`src/verilog/pst_consts.svh`:
```
// Constants for the power switch fault and temperature report block
`ifndef PST_CONSTS_SVH
`define PST_CONSTS_SVH

// APB register byte offsets
`define PST_OFS_STATUS     8'h00
`define PST_OFS_SLEW       8'h04
`define PST_OFS_CTRL       8'h08
`define PST_OFS_DUTY       8'h0C

// Control register fields
`define PST_CTRL_RST_BIT   0
`define PST_CTRL_RESET     32'h0000_0000

// Clock and timing
`define PST_CLK_HZ         100000000
`define PST_PWM_HZ         9000
`define PST_IDM_BLANK_NS   100
`define PST_SCP_CLR_US     50
`define PST_DS_FILT_US     100

// Temperature to duty mapping: temp = 162.3 * duty + 20.1
`define PST_TMAP_SLOPE_X10 1623
`define PST_TMAP_OFS_X10   201
`define PST_TMAP_SCALE     10
`define PST_DUTY_MIN_DIV   100
`define PST_TEMP_FLOOR     8'h19

`endif

```
`src/verilog/pst_pkg.sv`:
```
// Types for the power switch fault and temperature report block
package pst_pkg;

    // Top-level operating mode
    typedef enum logic [1:0] {
        MODE_LOCKOUT = 2'b00,
        MODE_NORMAL  = 2'b01,
        MODE_IDM     = 2'b10,
        MODE_DRV_SD  = 2'b11
    } pst_mode_t;

    // Ideal-rectify sub-state while the switch die is hot
    typedef enum logic [1:0] {
        IDM_BLANK = 2'b00,
        IDM_WATCH = 2'b01,
        IDM_ON    = 2'b10
    } pst_idm_t;

    // Decoded drive-strength setting
    typedef enum logic [1:0] {
        SLEW_OPEN   = 2'b00,
        SLEW_GND    = 2'b01,
        SLEW_RAIL   = 2'b10,
        SLEW_RESIST = 2'b11
    } pst_slew_t;

    // Pin-side inputs, all asynchronous to pclk
    typedef struct packed {
        logic       supply_ok;
        logic       series_on;
        logic       switch_command;
        logic       die_hot;
        logic       drv_hot;
        logic       ocp_trip;
        logic       scp_trip;
        logic       q1_current;
        logic       q3_current;
        logic       ds_open;
        logic       ds_gnd;
        logic       ds_rail;
        logic [3:0] ds_res_code;
        logic [7:0] temp_code;
    } pst_pins_t;

    // Slew setting as driven to the gate driver
    typedef struct packed {
        pst_slew_t  sel;
        logic [3:0] res_code;
    } pst_slew_set_t;

endpackage

```
`src/verilog/pst_power_switch.sv`:
```
// Protection, fault reporting, drive-strength decode and thermal PWM of the power switch
//
// Added by the designer: the APB interface to the registers and the register addresses.
`timescale 1ns/1ps
`include "pst_consts.svh"

module pst_power_switch #(
    parameter int PWM_PERIOD = `PST_CLK_HZ / `PST_PWM_HZ,
    parameter int SCP_CLR_CYC = `PST_SCP_CLR_US * (`PST_CLK_HZ / 1000000),
    parameter int DS_FILT_CYC = `PST_DS_FILT_US * (`PST_CLK_HZ / 1000000)
) (
    // Clock and reset
    input  wire logic                   pclk,
    input  wire logic                   presetn,
    // APB slave
    input  wire logic                   psel,
    input  wire logic                   penable,
    input  wire logic                   pwrite,
    input  wire logic [7:0]             paddr,
    input  wire logic [31:0]            pwdata,
    output logic                        pready,
    output logic                        pslverr,
    output logic [31:0]                 prdata,
    // Sensor and pin inputs
    input  wire pst_pkg::pst_pins_t     pins,
    // Power stage controls
    output logic                        switch_gate,
    output logic                        aux_reg_en,
    output logic                        neg_rail_en,
    output pst_pkg::pst_slew_set_t      slew_set,
    // Status outputs
    output logic                        alarm_n_out,
    output logic                        thermal_pwm_out
);

    localparam int IDM_BLANK_CYC =
        (`PST_IDM_BLANK_NS * (`PST_CLK_HZ / 1000000) + 999) / 1000;

    // Two-stage synchroniser for all pin inputs
    pst_pkg::pst_pins_t sync1_r;
    pst_pkg::pst_pins_t pin_r;
    always_ff @(posedge pclk or negedge presetn) begin
        if (!presetn) begin
            sync1_r <= '0;
            pin_r   <= '0;
        end else begin
            sync1_r <= pins;
            pin_r   <= sync1_r;
        end
    end

    // Edge memory of synchronised levels
    logic cmd_d_r;
    logic supply_d_r;
    always_ff @(posedge pclk or negedge presetn) begin
        if (!presetn) begin
            cmd_d_r    <= 1'b0;
            supply_d_r <= 1'b0;
        end else begin
            cmd_d_r    <= pin_r.switch_command;
            supply_d_r <= pin_r.supply_ok;
        end
    end
    logic cmd_rise;
    logic cmd_fall;
    logic supply_rise;
    assign cmd_rise    = pin_r.switch_command & ~cmd_d_r;
    assign cmd_fall    = ~pin_r.switch_command & cmd_d_r;
    assign supply_rise = pin_r.supply_ok & ~supply_d_r;

    // APB write strobe and fault latch reset request
    logic apb_wr;
    logic fault_rst;
    logic map_hit;
    assign apb_wr  = psel & penable & pwrite;
    assign map_hit = (paddr == `PST_OFS_STATUS) | (paddr == `PST_OFS_SLEW)
                   | (paddr == `PST_OFS_CTRL) | (paddr == `PST_OFS_DUTY);
    assign fault_rst = apb_wr & (paddr == `PST_OFS_CTRL) & pwdata[`PST_CTRL_RST_BIT];

    // Fault latches: short circuit, overcurrent, start-up
    logic        scp_lat_r;
    logic        scp_lat_nxt;
    logic        ocp_flag_r;
    logic        ocp_flag_nxt;
    logic        ocp_off_r;
    logic        ocp_off_nxt;
    logic        started_r;
    logic        started_nxt;
    logic [31:0] low_cnt_r;
    logic [31:0] low_cnt_nxt;
    always_comb begin
        low_cnt_nxt = pin_r.switch_command ? 32'h0 : low_cnt_r;
        if (!pin_r.switch_command && low_cnt_r < SCP_CLR_CYC[31:0]) begin
            low_cnt_nxt = low_cnt_r + 32'h1;
        end
        scp_lat_nxt = scp_lat_r;
        if (!pin_r.supply_ok || fault_rst
                || (low_cnt_r >= SCP_CLR_CYC[31:0])) begin
            scp_lat_nxt = 1'b0;
        end
        if (pin_r.scp_trip && pin_r.supply_ok) begin
            scp_lat_nxt = 1'b1;
        end
        ocp_flag_nxt = ocp_flag_r;
        if (cmd_rise || fault_rst || !pin_r.supply_ok) begin
            ocp_flag_nxt = 1'b0;
        end
        if (pin_r.ocp_trip) begin
            ocp_flag_nxt = 1'b1;
        end
        ocp_off_nxt = pin_r.switch_command ? (ocp_off_r | pin_r.ocp_trip) : 1'b0;
        started_nxt = pin_r.supply_ok & (started_r | pin_r.series_on);
    end
    always_ff @(posedge pclk or negedge presetn) begin
        if (!presetn) begin
            scp_lat_r  <= 1'b0;
            ocp_flag_r <= 1'b0;
            ocp_off_r  <= 1'b0;
            started_r  <= 1'b0;
            low_cnt_r  <= 32'h0;
        end else begin
            scp_lat_r  <= scp_lat_nxt;
            ocp_flag_r <= ocp_flag_nxt;
            ocp_off_r  <= ocp_off_nxt;
            started_r  <= started_nxt;
            low_cnt_r  <= low_cnt_nxt;
        end
    end

    // Operating mode and ideal-rectify state machine
    pst_pkg::pst_mode_t mode_r;
    pst_pkg::pst_mode_t mode_nxt;
    pst_pkg::pst_idm_t  idm_r;
    pst_pkg::pst_idm_t  idm_nxt;
    logic [15:0]        blank_r;
    logic [15:0]        blank_nxt;
    always_comb begin
        mode_nxt  = mode_r;
        idm_nxt   = idm_r;
        blank_nxt = (blank_r != 16'h0) ? blank_r - 16'h1 : 16'h0;
        if (!pin_r.supply_ok) begin
            mode_nxt = pst_pkg::MODE_LOCKOUT;
        end else if (pin_r.drv_hot) begin
            mode_nxt = pst_pkg::MODE_DRV_SD;
        end else if (pin_r.die_hot) begin
            mode_nxt = pst_pkg::MODE_IDM;
        end else begin
            mode_nxt = pst_pkg::MODE_NORMAL;
        end
        if (mode_r != pst_pkg::MODE_IDM) begin
            idm_nxt = pst_pkg::IDM_WATCH;
        end else if (cmd_fall) begin
            idm_nxt   = pst_pkg::IDM_BLANK;
            blank_nxt = IDM_BLANK_CYC[15:0];
        end else begin
            case (idm_r)
                pst_pkg::IDM_BLANK: begin
                    if (blank_r <= 16'h1) begin
                        idm_nxt = pst_pkg::IDM_WATCH;
                    end
                end
                pst_pkg::IDM_WATCH: begin
                    if (pin_r.q3_current) begin
                        idm_nxt = pst_pkg::IDM_ON;
                    end
                end
                pst_pkg::IDM_ON: begin
                    if (pin_r.q1_current) begin
                        idm_nxt = pst_pkg::IDM_WATCH;
                    end
                end
                default: idm_nxt = pst_pkg::IDM_WATCH;
            endcase
        end
    end
    always_ff @(posedge pclk or negedge presetn) begin
        if (!presetn) begin
            mode_r  <= pst_pkg::MODE_LOCKOUT;
            idm_r   <= pst_pkg::IDM_WATCH;
            blank_r <= 16'h0;
        end else begin
            mode_r  <= mode_nxt;
            idm_r   <= idm_nxt;
            blank_r <= blank_nxt;
        end
    end

    // Drive-strength decode, one-time rail check and filtering
    pst_pkg::pst_slew_set_t raw_set;
    pst_pkg::pst_slew_set_t cand_r;
    pst_pkg::pst_slew_set_t cand_nxt;
    pst_pkg::pst_slew_set_t slew_r;
    pst_pkg::pst_slew_set_t slew_nxt;
    logic                   checked_r;
    logic                   checked_nxt;
    logic                   rail_lock_r;
    logic                   rail_lock_nxt;
    logic [31:0]            filt_r;
    logic [31:0]            filt_nxt;
    always_comb begin
        raw_set.res_code = pin_r.ds_res_code;
        if (pin_r.ds_open) begin
            raw_set.sel = pst_pkg::SLEW_OPEN;
        end else if (pin_r.ds_gnd) begin
            raw_set.sel = pst_pkg::SLEW_GND;
        end else if (pin_r.ds_rail) begin
            raw_set.sel = pst_pkg::SLEW_RAIL;
        end else begin
            raw_set.sel = pst_pkg::SLEW_RESIST;
        end
        checked_nxt   = checked_r | supply_rise;
        rail_lock_nxt = rail_lock_r | (supply_rise & ~checked_r & pin_r.ds_rail);
        cand_nxt      = raw_set;
        slew_nxt      = slew_r;
        filt_nxt      = 32'h0;
        if (rail_lock_r) begin
            slew_nxt.sel      = pst_pkg::SLEW_RAIL;
            slew_nxt.res_code = 4'h0;
        end else if (raw_set == cand_r) begin
            filt_nxt = filt_r;
            if (filt_r < DS_FILT_CYC[31:0]) begin
                filt_nxt = filt_r + 32'h1;
            end else begin
                slew_nxt = cand_r;
            end
        end
    end
    always_ff @(posedge pclk or negedge presetn) begin
        if (!presetn) begin
            cand_r      <= '0;
            slew_r      <= '0;
            checked_r   <= 1'b0;
            rail_lock_r <= 1'b0;
            filt_r      <= 32'h0;
        end else begin
            cand_r      <= cand_nxt;
            slew_r      <= slew_nxt;
            checked_r   <= checked_nxt;
            rail_lock_r <= rail_lock_nxt;
            filt_r      <= filt_nxt;
        end
    end

    // Power stage enables, gate and alarm
    logic aux_r;
    logic aux_nxt;
    logic gate_r;
    logic gate_nxt;
    logic alarm_n_r;
    logic alarm_n_nxt;
    logic thermal_fault;
    assign thermal_fault = pin_r.die_hot | pin_r.drv_hot;
    always_comb begin
        aux_nxt = aux_r;
        if (!pin_r.supply_ok || pin_r.drv_hot) begin
            aux_nxt = 1'b0;
        end else if (supply_rise || mode_r == pst_pkg::MODE_DRV_SD) begin
            aux_nxt = 1'b1;
        end
        case (mode_r)
            pst_pkg::MODE_NORMAL:
                gate_nxt = pin_r.switch_command & ~ocp_off_r & ~scp_lat_r & started_r;
            pst_pkg::MODE_IDM:
                gate_nxt = (idm_r == pst_pkg::IDM_ON);
            default:
                gate_nxt = 1'b0;
        endcase
        // Independent of whether anyone watches the alarm pin
        alarm_n_nxt = ~(~pin_r.supply_ok | ~started_r | thermal_fault
                      | pin_r.ds_open | scp_lat_r | ocp_flag_r);
    end
    always_ff @(posedge pclk or negedge presetn) begin
        if (!presetn) begin
            aux_r     <= 1'b0;
            gate_r    <= 1'b0;
            alarm_n_r <= 1'b0;
        end else begin
            aux_r     <= aux_nxt;
            gate_r    <= gate_nxt;
            alarm_n_r <= alarm_n_nxt;
        end
    end

    // Thermal PWM: duty from temperature, refreshed once per period
    logic [31:0] pwm_cnt_r;
    logic [31:0] pwm_cnt_nxt;
    logic [31:0] duty_r;
    logic [31:0] duty_nxt;
    logic        pwm_r;
    logic        pwm_nxt;
    logic [31:0] numer;
    logic [31:0] calc;
    logic [31:0] duty_min;
    always_comb begin
        duty_min = PWM_PERIOD / `PST_DUTY_MIN_DIV;
        numer    = 32'(pin_r.temp_code) * `PST_TMAP_SCALE;
        calc     = duty_min;
        if (pin_r.temp_code >= `PST_TEMP_FLOOR) begin
            calc = 32'((64'(numer - `PST_TMAP_OFS_X10) * 64'(PWM_PERIOD))
                   / `PST_TMAP_SLOPE_X10);
        end
        if (calc < duty_min) begin
            calc = duty_min;
        end
        duty_nxt    = duty_r;
        pwm_cnt_nxt = pwm_cnt_r + 32'h1;
        if (pwm_cnt_r >= PWM_PERIOD - 1) begin
            pwm_cnt_nxt = 32'h0;
            duty_nxt    = calc;
        end
        pwm_nxt = thermal_fault | (pwm_cnt_nxt < duty_nxt);
    end
    always_ff @(posedge pclk or negedge presetn) begin
        if (!presetn) begin
            pwm_cnt_r <= 32'h0;
            duty_r    <= 32'h0;
            pwm_r     <= 1'b0;
        end else begin
            pwm_cnt_r <= pwm_cnt_nxt;
            duty_r    <= duty_nxt;
            pwm_r     <= pwm_nxt;
        end
    end

    // APB read data, captured in the setup phase
    logic [31:0] rdata_r;
    logic [31:0] rdata_nxt;
    always_comb begin
        rdata_nxt = rdata_r;
        if (psel && !penable) begin
            case (paddr)
                `PST_OFS_STATUS: rdata_nxt = {22'h0, scp_lat_r, ocp_flag_r, started_r,
                                    pin_r.supply_ok, pin_r.drv_hot, pin_r.die_hot,
                                    idm_r, mode_r};
                `PST_OFS_SLEW:   rdata_nxt = {25'h0, rail_lock_r, slew_r};
                `PST_OFS_CTRL:   rdata_nxt = `PST_CTRL_RESET;
                `PST_OFS_DUTY:   rdata_nxt = duty_r;
                default:         rdata_nxt = 32'h0;
            endcase
        end
    end
    always_ff @(posedge pclk or negedge presetn) begin
        if (!presetn) begin
            rdata_r <= 32'h0;
        end else begin
            rdata_r <= rdata_nxt;
        end
    end

    // Output drive
    assign pready          = 1'b1;
    assign pslverr         = psel & penable & ~map_hit;
    assign prdata          = rdata_r;
    assign switch_gate     = gate_r;
    assign aux_reg_en      = aux_r;
    assign neg_rail_en     = aux_r;
    assign slew_set        = slew_r;
    assign alarm_n_out     = alarm_n_r;
    assign thermal_pwm_out = pwm_r;

endmodule

```
`config.mk`:
```
export PLATFORM = sky130hd
export DESIGN_NAME = pst_power_switch
export DESIGN_NICKNAME = d
export VERILOG_FILES = /design/src/verilog/pst_pkg.sv /design/src/verilog/pst_power_switch.sv
export VERILOG_INCLUDE_DIRS = /design/src /design/src/verilog
export SDC_FILE = /design/constraint.sdc
export NUM_CORES = 1
export LEC_CHECK = 0
export BUFFER_PORTS_ARGS = -buffer_cell sky130_fd_sc_hd__buf_2
export CAP_MARGIN = 10
export CORE_ASPECT_RATIO = 0.9
export CORE_MARGIN = 10
export CORE_UTILIZATION = 57
export DETAILED_ROUTE_END_ITERATION = 10
export HOLD_SLACK_MARGIN = 0.06
export PLACE_DENSITY_LB_ADDON = 0.05
export RECOVER_POWER = 100
export SYNTH_ARGS = -nofsm -noshare
export SYNTH_HDL_FRONTEND = slang
export SYNTH_SLANG_ARGS = --single-unit
```
`constraint.sdc`:
```
create_clock -name pclk -period 32.8 [get_ports pclk]
set_input_delay 3.28 -clock pclk [delete_from_list [all_inputs] [get_ports pclk]]
set_output_delay 3.28 -clock pclk [all_outputs]
set_load 0.02 [all_outputs]
```
==> flow_summary.toml, run 1 <==
[critical_path]
critPathRequiredTime_ns = 33.19
critical_path_class = "flop to flop"
crit_fanout = 17
cp.depth = 104
slowest_stage = "fa_1"
startpoint_type = "flop"
cp.arrival_ns = 31.25
cp-end-kind = "flop"
crit_family = "compound AO/OA/AOI/OAI gates"
r2r.worst_path.cells = 104
cp_slowest_stage_delay_ns = 0.56
path_buf_inv = 5

[synthesis]
synth.most_common_cell = "dfrtp_1"
netlist-cell-type-count = 144
synth_common_cells = "dfrtp_1, nor2_1, nand2_1"
yosys_most_used_dff = "dfrtp_1"
yosysWarnings = 0
yosysTopAreaCell = "dfrtp_1"
synth_edf_count = 0
synth_area_um2 = 23800
async_reset_ff_share_pct = 100
yosysSeqAreaShare_pct = 26.5
syn_avg_cell_area_um2 = 8.71
yosys-top-cells-area = "dfrtp_1, ha_1, fa_1, xnor2_1, nor2_1"
synth_top_area_share_pct = 26.4
ys_ff_latch = 252
postSynthCellCount = 2729

[floorplanning]
dieArea_um2 = 50300
rows = 70
die_h_um = 214
chipWidth_um = 235
io_pins = 114
start_util_pct = 58.1
core_um2 = 40900

[sta]
skew_ns = 0.0162
drv_slew = 257
period_share_pct = 94.1
fmax_ghz = 0.0324
setup_viol = 0
worst_slack_ns = 1.93
period_minus_slack_ns = 30.87
holdWs_ns = 0.347
maxSlewHeadroom_pct = -287
hold_viol = 0
tightest_slew_ns = 5.80

[global_route]
grt_antenna_before_repair = 0
grt_first_pass_wirelength_mm = 99.4
track_usage_pct = 22.8
grt_pass1_vias = 19700
overflow = 0
grt_start_max_net_pins = 114

[final_layout]
layout-drive-gt1-share_pct = 8.64
diodes = 0
utilization_pct = 62.9
final_area_um2 = 25700
syn2layout_area_growth_pct = 8.19
nets = 3101

[placed_design]
placed_area_um2 = 24800
place_congestion = 0.900
dpl.hpwl_mm = 45.7
place_ws_ns = 1.21
io_buffer_count = 81

[clocking]
clockBufferDepth = 3
h-tree-depth = 1
cts_root_buf = "clkbuf_16"
worstSkewPairLatency_ns = 0.52
cts.reportedPaths.clkPinSlew_ns = 0.06
cts_made_buffers = 24
cts_tree = "built"
cts.sinks = 252

[drt]
wl_per_cell_um = 17.6
drc = 0
num_vias = 20900
wirelength_mm = 59.2
ant_nets = 0
vias_per_cell = 6.21
dr.first_iter.drc_count = 1601
first_pass_iters = 8

[outcome]
violations = "max-capacitance violations, max-slew violations"
status = "finished with violations"

[min_path]
hold_path.class = "flop to flop"
hold_depth = 0

[job]
max-cap-violations = 3
[logic make-up after synthesis]
| group | share of synthesized area [%] |
|---|---|
| AOI/OAI and AO/OA | 25.5 |
| xor gates and xnor gates | 7.26 |
| adders and majority gates | 14.3 |
| buffers and inverters | 4.88 |
| DFF | 26.5 |
| muxes | 3.20 |
| other | 0.0316 |
| and+or+nand+nor | 18.4 |
[worst reg2reg max path, delay by kind of cell (launching register included)]
| family | cells | cell delay (ns) |
|---|---|---|
| simple gates | 23 | 6.60 |
| xor+xnor | 4 | 0.78 |
| flops | 1 | 0.54 |
| compound gates | 52 | 14.06 |
| buf+inv | 5 | 0.74 |
| mux | 7 | 2.62 |
| fa+ha+maj | 13 | 5.38 |
[flip-flops by register name, summed over array words and instances, names as in the netlist, 2 cells and up]
name / flops
duty_r: 32
filt_r: 32
low_cnt_r: 32
prdata: 32
pwm_cnt_r: 32
sync1_r: 24
pin_r: 20
blank_r: 16
cand_r: 6
slew_set: 6
cand_nxt: 4
idm_r: 2
mode_r: 2
[routing by layer]
layer / routed length, um / GRT usage [%]
met1: 29600 / 34.3
met4: 627 / 2.83
met3: 2720 / 2.14
met2: 26300 / 35.7
met5: 0 / 0
[cell usage in the layout (no fill, tap or decap), types with 15 or more instances in the layout]
| cell | count |
|---|---|
| o21ai_1 | 25 |
| mux2i_1 | 48 |
| dfrtp_1 | 251 |
| mux2_2 | 17 |
| clkbuf_16 | 25 |
| o31ai_1 | 20 |
| nand2_1 | 201 |
| or3_1 | 22 |
| nor2_1 | 224 |
| a21o_1 | 50 |
| a22o_1 | 33 |
| maj3_1 | 15 |
| nor4_1 | 29 |
| xnor2_1 | 112 |
| fa_1 | 57 |
| buf_4 | 20 |
| nand4_1 | 30 |
| o211ai_1 | 33 |
| o21ai_0 | 122 |
| nand3_1 | 71 |
| nand2b_1 | 30 |
| or2_2 | 17 |
| ha_1 | 168 |
| inv_1 | 200 |
| a211oi_1 | 29 |
| a31oi_1 | 33 |
| and2_1 | 31 |
| o21a_1 | 23 |
| nor2b_1 | 35 |
| nor3_1 | 57 |
| clkbuf_1 | 56 |
| buf_2 | 33 |
| conb_1 | 37 |
| and2_0 | 16 |
| a21oi_1 | 157 |
| xor2_1 | 59 |
| and3_1 | 34 |
[per-stage QoR]
stage | setup TNS (ns) | cells
floorplan | 0 | 2764
global placement | 0 | 3317
detailed placement | 0 | 3317
CTS | 0 | 3359
global route | -0.0266 | 3363
finish | 0 | 3363
[area by class of cell]
class                      count  area, um^2
multi-input combinational   2219       16600
fill                        3547       15200
sequential                   252        6310
inverter                     203         762
tap                          540         676
clock buffer                  30         674
timing repair buffer         107         518
clock inverter                12         203
[worst paths after layout]
path,startpoint,endpoint,slack (ns)
setup / recovery,pin_r[0],thermal_pwm_out,1.93
hold / removal,sync1_r[21],pin_r[21],0.35
setup reg to reg,pin_r[0],thermal_pwm_out,1.93
hold reg to reg,sync1_r[21],pin_r[21],0.35
max in group asynchronous,presetn,duty_r[18],21.80
min in group asynchronous,presetn,filt_r[0],4.89
[repair_timing]
item / 4_1_cts / 5_1_grt
endpoints found under the hold margin: 0 / 0
buffers inserted: 0 / 4
hold buffers: 0 / 0
endpoints found under the setup margin: 0 / 4
gates resized for setup: 0 / 19
Power of run 1 is left out: the tool's default activity adds up to more than one toggle a clock period on the data nets, which glitch-free logic cannot reach.
==> run 2, diff against run 1 <==
CORE_MARGIN = not set   (was 10)
==> run 2 against run 1 <==
Compared with the run above: the run still ends with max-capacitance violations, max-slew violations left; hold slack barely moved; non-clock buffer count fell by 2; final area down 0.31%; critical endpoint unchanged.
==> flow_summary.toml, run 2 (synthesized netlist as in run 1, its figures left out) <==
[final_layout]
layout_commonest_cell = "dfrtp_1"
regArea_um2 = 6310
fillCellCount = 3559
diodes = 0
layout-drive-gt1-share_pct = 8.54
multi_input_area_um2 = 16500
syn2layout_area_growth_pct = 7.86
final_cell_mix = "dfrtp_1, nor2_1, nand2_1"
nets = 3099

[critical_path]
crit_fanout = 15
critPathRequiredTime_ns = 33.20
reg2reg_to = "thermal_pwm_out"
crit_family = "compound AO/OA/AOI/OAI gates"
startpoint_type = "flop"
critical_path_class = "flop to flop"
cp_slowest_stage_delay_ns = 0.73
cp-end-kind = "flop"
r2r_start = "pin_r[0]"
r2r_slack_ns = 1.84
path_buf_inv = 6
slowest_stage = "xnor2_1"
cpMostUsedCell = "nor2_1"
cp.arrival_ns = 31.37
r2r.worst_path.cells = 104

[floorplanning]
start_util_pct = 58.1
rows = 70
die_h_um = 196
dieArea_um2 = 42500
core_um2 = 40900
io_pins = 114
chipWidth_um = 217

[sta]
hold_viol = 0
fmax_ghz = 0.0323
skew_ns = 0.0188
drv_slew = 257
setup_viol = 0
rsz0062_at_grt = "no"
period_minus_slack_ns = 30.96
worst_slack_ns = 1.84
tightest_slew_ns = 5.15
fin_tns_setup_ns = 0
period_share_pct = 94.4
maxSlewHeadroom_pct = -243

[global_route]
overflow = 0
grt_antenna_before_repair = 0
grt_pass1_vias = 19800
grt_start_max_net_pins = 102
grt_first_pass_wirelength_mm = 98.4
track_usage_pct = 27.4

[placed_design]
place_ws_ns = 1.36
dpl.hpwl_mm = 44.8
place_congestion = 0.927
io_buffer_count = 81

[min_path]
hold_path.class = "flop to flop"
hold_depth = 0
hold_start = "sync1_r[6]"
worstHoldEndpoint = "pin_r[6]"

[drt]
ant_nets = 0
num_vias = 20700
wl_per_cell_um = 17.2
vias_per_cell = 6.17
dr.first_iter.drc_count = 1494
wirelength_mm = 57.9
drc = 0
first_pass_iters = 5

[clocking]
clockBufferDepth = 3
cts_made_buffers = 24
cts_hold_buf = 0
cts_root_buf = "clkbuf_16"
worstSkewPairLatency_ns = 0.53
h-tree-depth = 1
cts.sinks = 252
cts.reportedPaths.clkPinSlew_ns = 0.07
cts_tree = "built"

[outcome]
status = "finished with violations"
violations = "max-capacitance violations, max-slew violations"

[job]
max-cap-violations = 3
==> run 2: cell types whose count changed in the layout (fill, tap and decap cells not counted), sizes merged <==
| cell | delta |
|---|---|
| bufinv | -2 |
| clkbuf | +2 |
| clkinv | -3 |
| clkinvlp | +1 |
==> run 2: per-layer routing <==
layer	vias up	track usage, %	routed length [um]
met5	-	0	0
met4	0	4.77	941
met3	61	3.27	2630
met2	476	41.5	25000
met1	10100	42.0	29400
li1	10100	-	-
==> run 2: timing repair <==
item,4_1_cts,5_1_grt
resized for setup,0,12
endpoints found under the setup margin,0,1
setup buffers,0,2
==> run 2: through the flow <==
step,hold WS (ns),cell area [um^2],instances,util [%]
CTS,0.348,25700,3359,62.7
global route,0.356,25600,3361,62.7
floorplan,0.331,23900,2764,-
finish,0.347,25600,3361,62.7
global placement,0.333,24800,3317,60.6
detailed placement,0.336,24800,3317,60.6
==> run 2: layout make-up <==
cell class / count / share of cell area (%)
Clock buffer: 34 / 2.84
Clock inverter: 8 / 0.483
Inverter: 203 / 2.97
Multi-Input combinational cell: 2219 / 64.5
Sequential cell: 252 / 24.6
Tap cell: 540 / 2.63
Timing Repair Buffer: 105 / 1.97
==> run 2: worst max-delay path by stage <==
stage	from	end	slack, ns	cells past startpoint
2_1_floorplan	pin_r[1]	thermal_pwm_out	6.38	109
3_3_place_gp	pin_r[0]	thermal_pwm_out	1.78	100
6_report	pin_r[0]	thermal_pwm_out	1.84	104
5_1_grt	pin_r[0]	thermal_pwm_out	0.02	106
3_5_place_dp	pin_r[0]	thermal_pwm_out	1.36	101
4_1_cts	pin_r[0]	thermal_pwm_out	1.22	100
Power of run 2 is left out for the same reason.
==> run 3, diff against run 2 <==
clock period = 29.4 ns   (was 32.8 ns; I/O delays follow)
==> run 3 against run 2 <==
Compared with the run above: the flow still finishes with violations (max-capacitance violations, max-slew violations); utilization up 2.5 points; wire length is 4.0% higher; via count rose by 2.5%; fmax up 11%; clock skew is 0.00090 ns higher; final cell count rose by 2.8%; critical endpoint unchanged.
==> flow_summary.toml, run 3 (synthesized netlist as in run 1, its figures left out) <==
[outcome]
status = "finished with violations"
violations = "max-capacitance violations, max-slew violations"

[sta]
skew_ns = 0.0197
drv_slew = 293
period_share_pct = 94.7
holdWs_ns = 0.349
setup_viol = 0
hold_viol = 0
period_minus_slack_ns = 27.84
tightest_slew_ns = 4.72
maxSlewHeadroom_pct = -215
fmax_ghz = 0.0359
worst_slack_ns = 1.56

[drt]
wl_per_cell_um = 17.4
vias_per_cell = 6.15
first_pass_iters = 6
drc = 0
dr.first_iter.drc_count = 1436
ant_nets = 0
wirelength_mm = 60.3
num_vias = 21200

[final_layout]
final_area_um2 = 26700
layout-drive-gt1-share_pct = 13.1
diodes = 0
nets = 3193
layout_commonest_cell = "dfrtp_1"
final_cell_mix = "dfrtp_1, nor2_1, inv_1"
final-instance-count-excl-fill = 3456
syn2layout_area_growth_pct = 12.1
fillCellCount = 3441

[placed_design]
io_buffer_count = 81
placed_area_um2 = 25300
place_congestion = 0.934
place_ws_ns = 0.510
dp.cells = 3389
dpl.hpwl_mm = 45.7

[clocking]
h-tree-depth = 1
cts.sinks = 252
cts_tree = "built"
cts_made_buffers = 25
clockBufferDepth = 3
cts_root_buf = "clkbuf_16"
cts_hold_buf = 0
cts.reportedPaths.clkPinSlew_ns = 0.06
worstSkewPairLatency_ns = 0.53

[global_route]
overflow = 0
grt_first_pass_wirelength_mm = 100
grt_antenna_before_repair = 0
grt_start_max_net_pins = 92
grt_pass1_vias = 20100
track_usage_pct = 27.9

[floorplanning]
dieArea_um2 = 42500
chipWidth_um = 217
rows = 70
die_h_um = 196
io_pins = 114
start_util_pct = 58.1
core_um2 = 40900

[critical_path]
crit_fanout = 12
critPathRequiredTime_ns = 29.84
slowest_stage = "fa_1"
path_buf_inv = 9
crit_family = "compound AO/OA/AOI/OAI gates"
cp_slowest_stage_delay_ns = 0.57
startpoint_type = "flop"
cp.arrival_ns = 28.28
cp-end-kind = "flop"
critical_path_class = "flop to flop"

[job]
max-cap-violations = 4

[min_path]
hold_path.class = "flop to flop"
[run 3: timing repair]
item | CTS | global route
setup endpoints to repair | 0 | 4
gates resized for setup | 0 | 86
setup buffers | 0 | 23
[run 3: per-layer routing]
| metal | GRT usage [%] | vias to the layer above | share of wire (%) |
|---|---|---|---|
| met4 | 4.23 | 0 | 1.3 |
| met5 | 0 | - | 0 |
| li1 | - | 10300 | - |
| met3 | 3.36 | 70 | 4.7 |
| met2 | 42.4 | 519 | 44 |
| met1 | 43.0 | 10300 | 50 |
[run 3: path summary, 6_finish.rpt]
kind	from	to	slack, ns	cells past startpoint
setup / recovery	pin_r[1]	thermal_pwm_out	1.56	109
hold / removal	sync1_r[22]	pin_r[22]	0.35	0
setup reg to reg	pin_r[1]	thermal_pwm_out	1.56	109
hold reg to reg	sync1_r[22]	pin_r[22]	0.35	0
max in group asynchronous	presetn	duty_r[22]	16.57	3
min in group asynchronous	presetn	sync1_r[6]	4.11	1
[run 3: cell type report]
| cell class | count | area (um^2) | share of cell area [%] |
|---|---|---|---|
| multi-input cells | 2219 | 16900 | 63.4 |
| flip-flops and latches | 252 | 6310 | 23.7 |
| clock buffers | 34 | 689 | 2.59 |
| inverters | 203 | 762 | 2.86 |
| clock inverters | 10 | 121 | 0.455 |
| repair buffers | 198 | 1210 | 4.53 |
| well taps | 540 | 676 | 2.53 |
[run 3: metrics by stage]
stage | TNS, ns | util [%]
finish | 0 | 65.2
global route | -0.158 | 65.2
floorplan | 0 | -
detailed placement | 0 | 62.0
CTS | 0 | 63.9
global placement | 0 | 62.0
Power of run 3 is left out for the same reason.
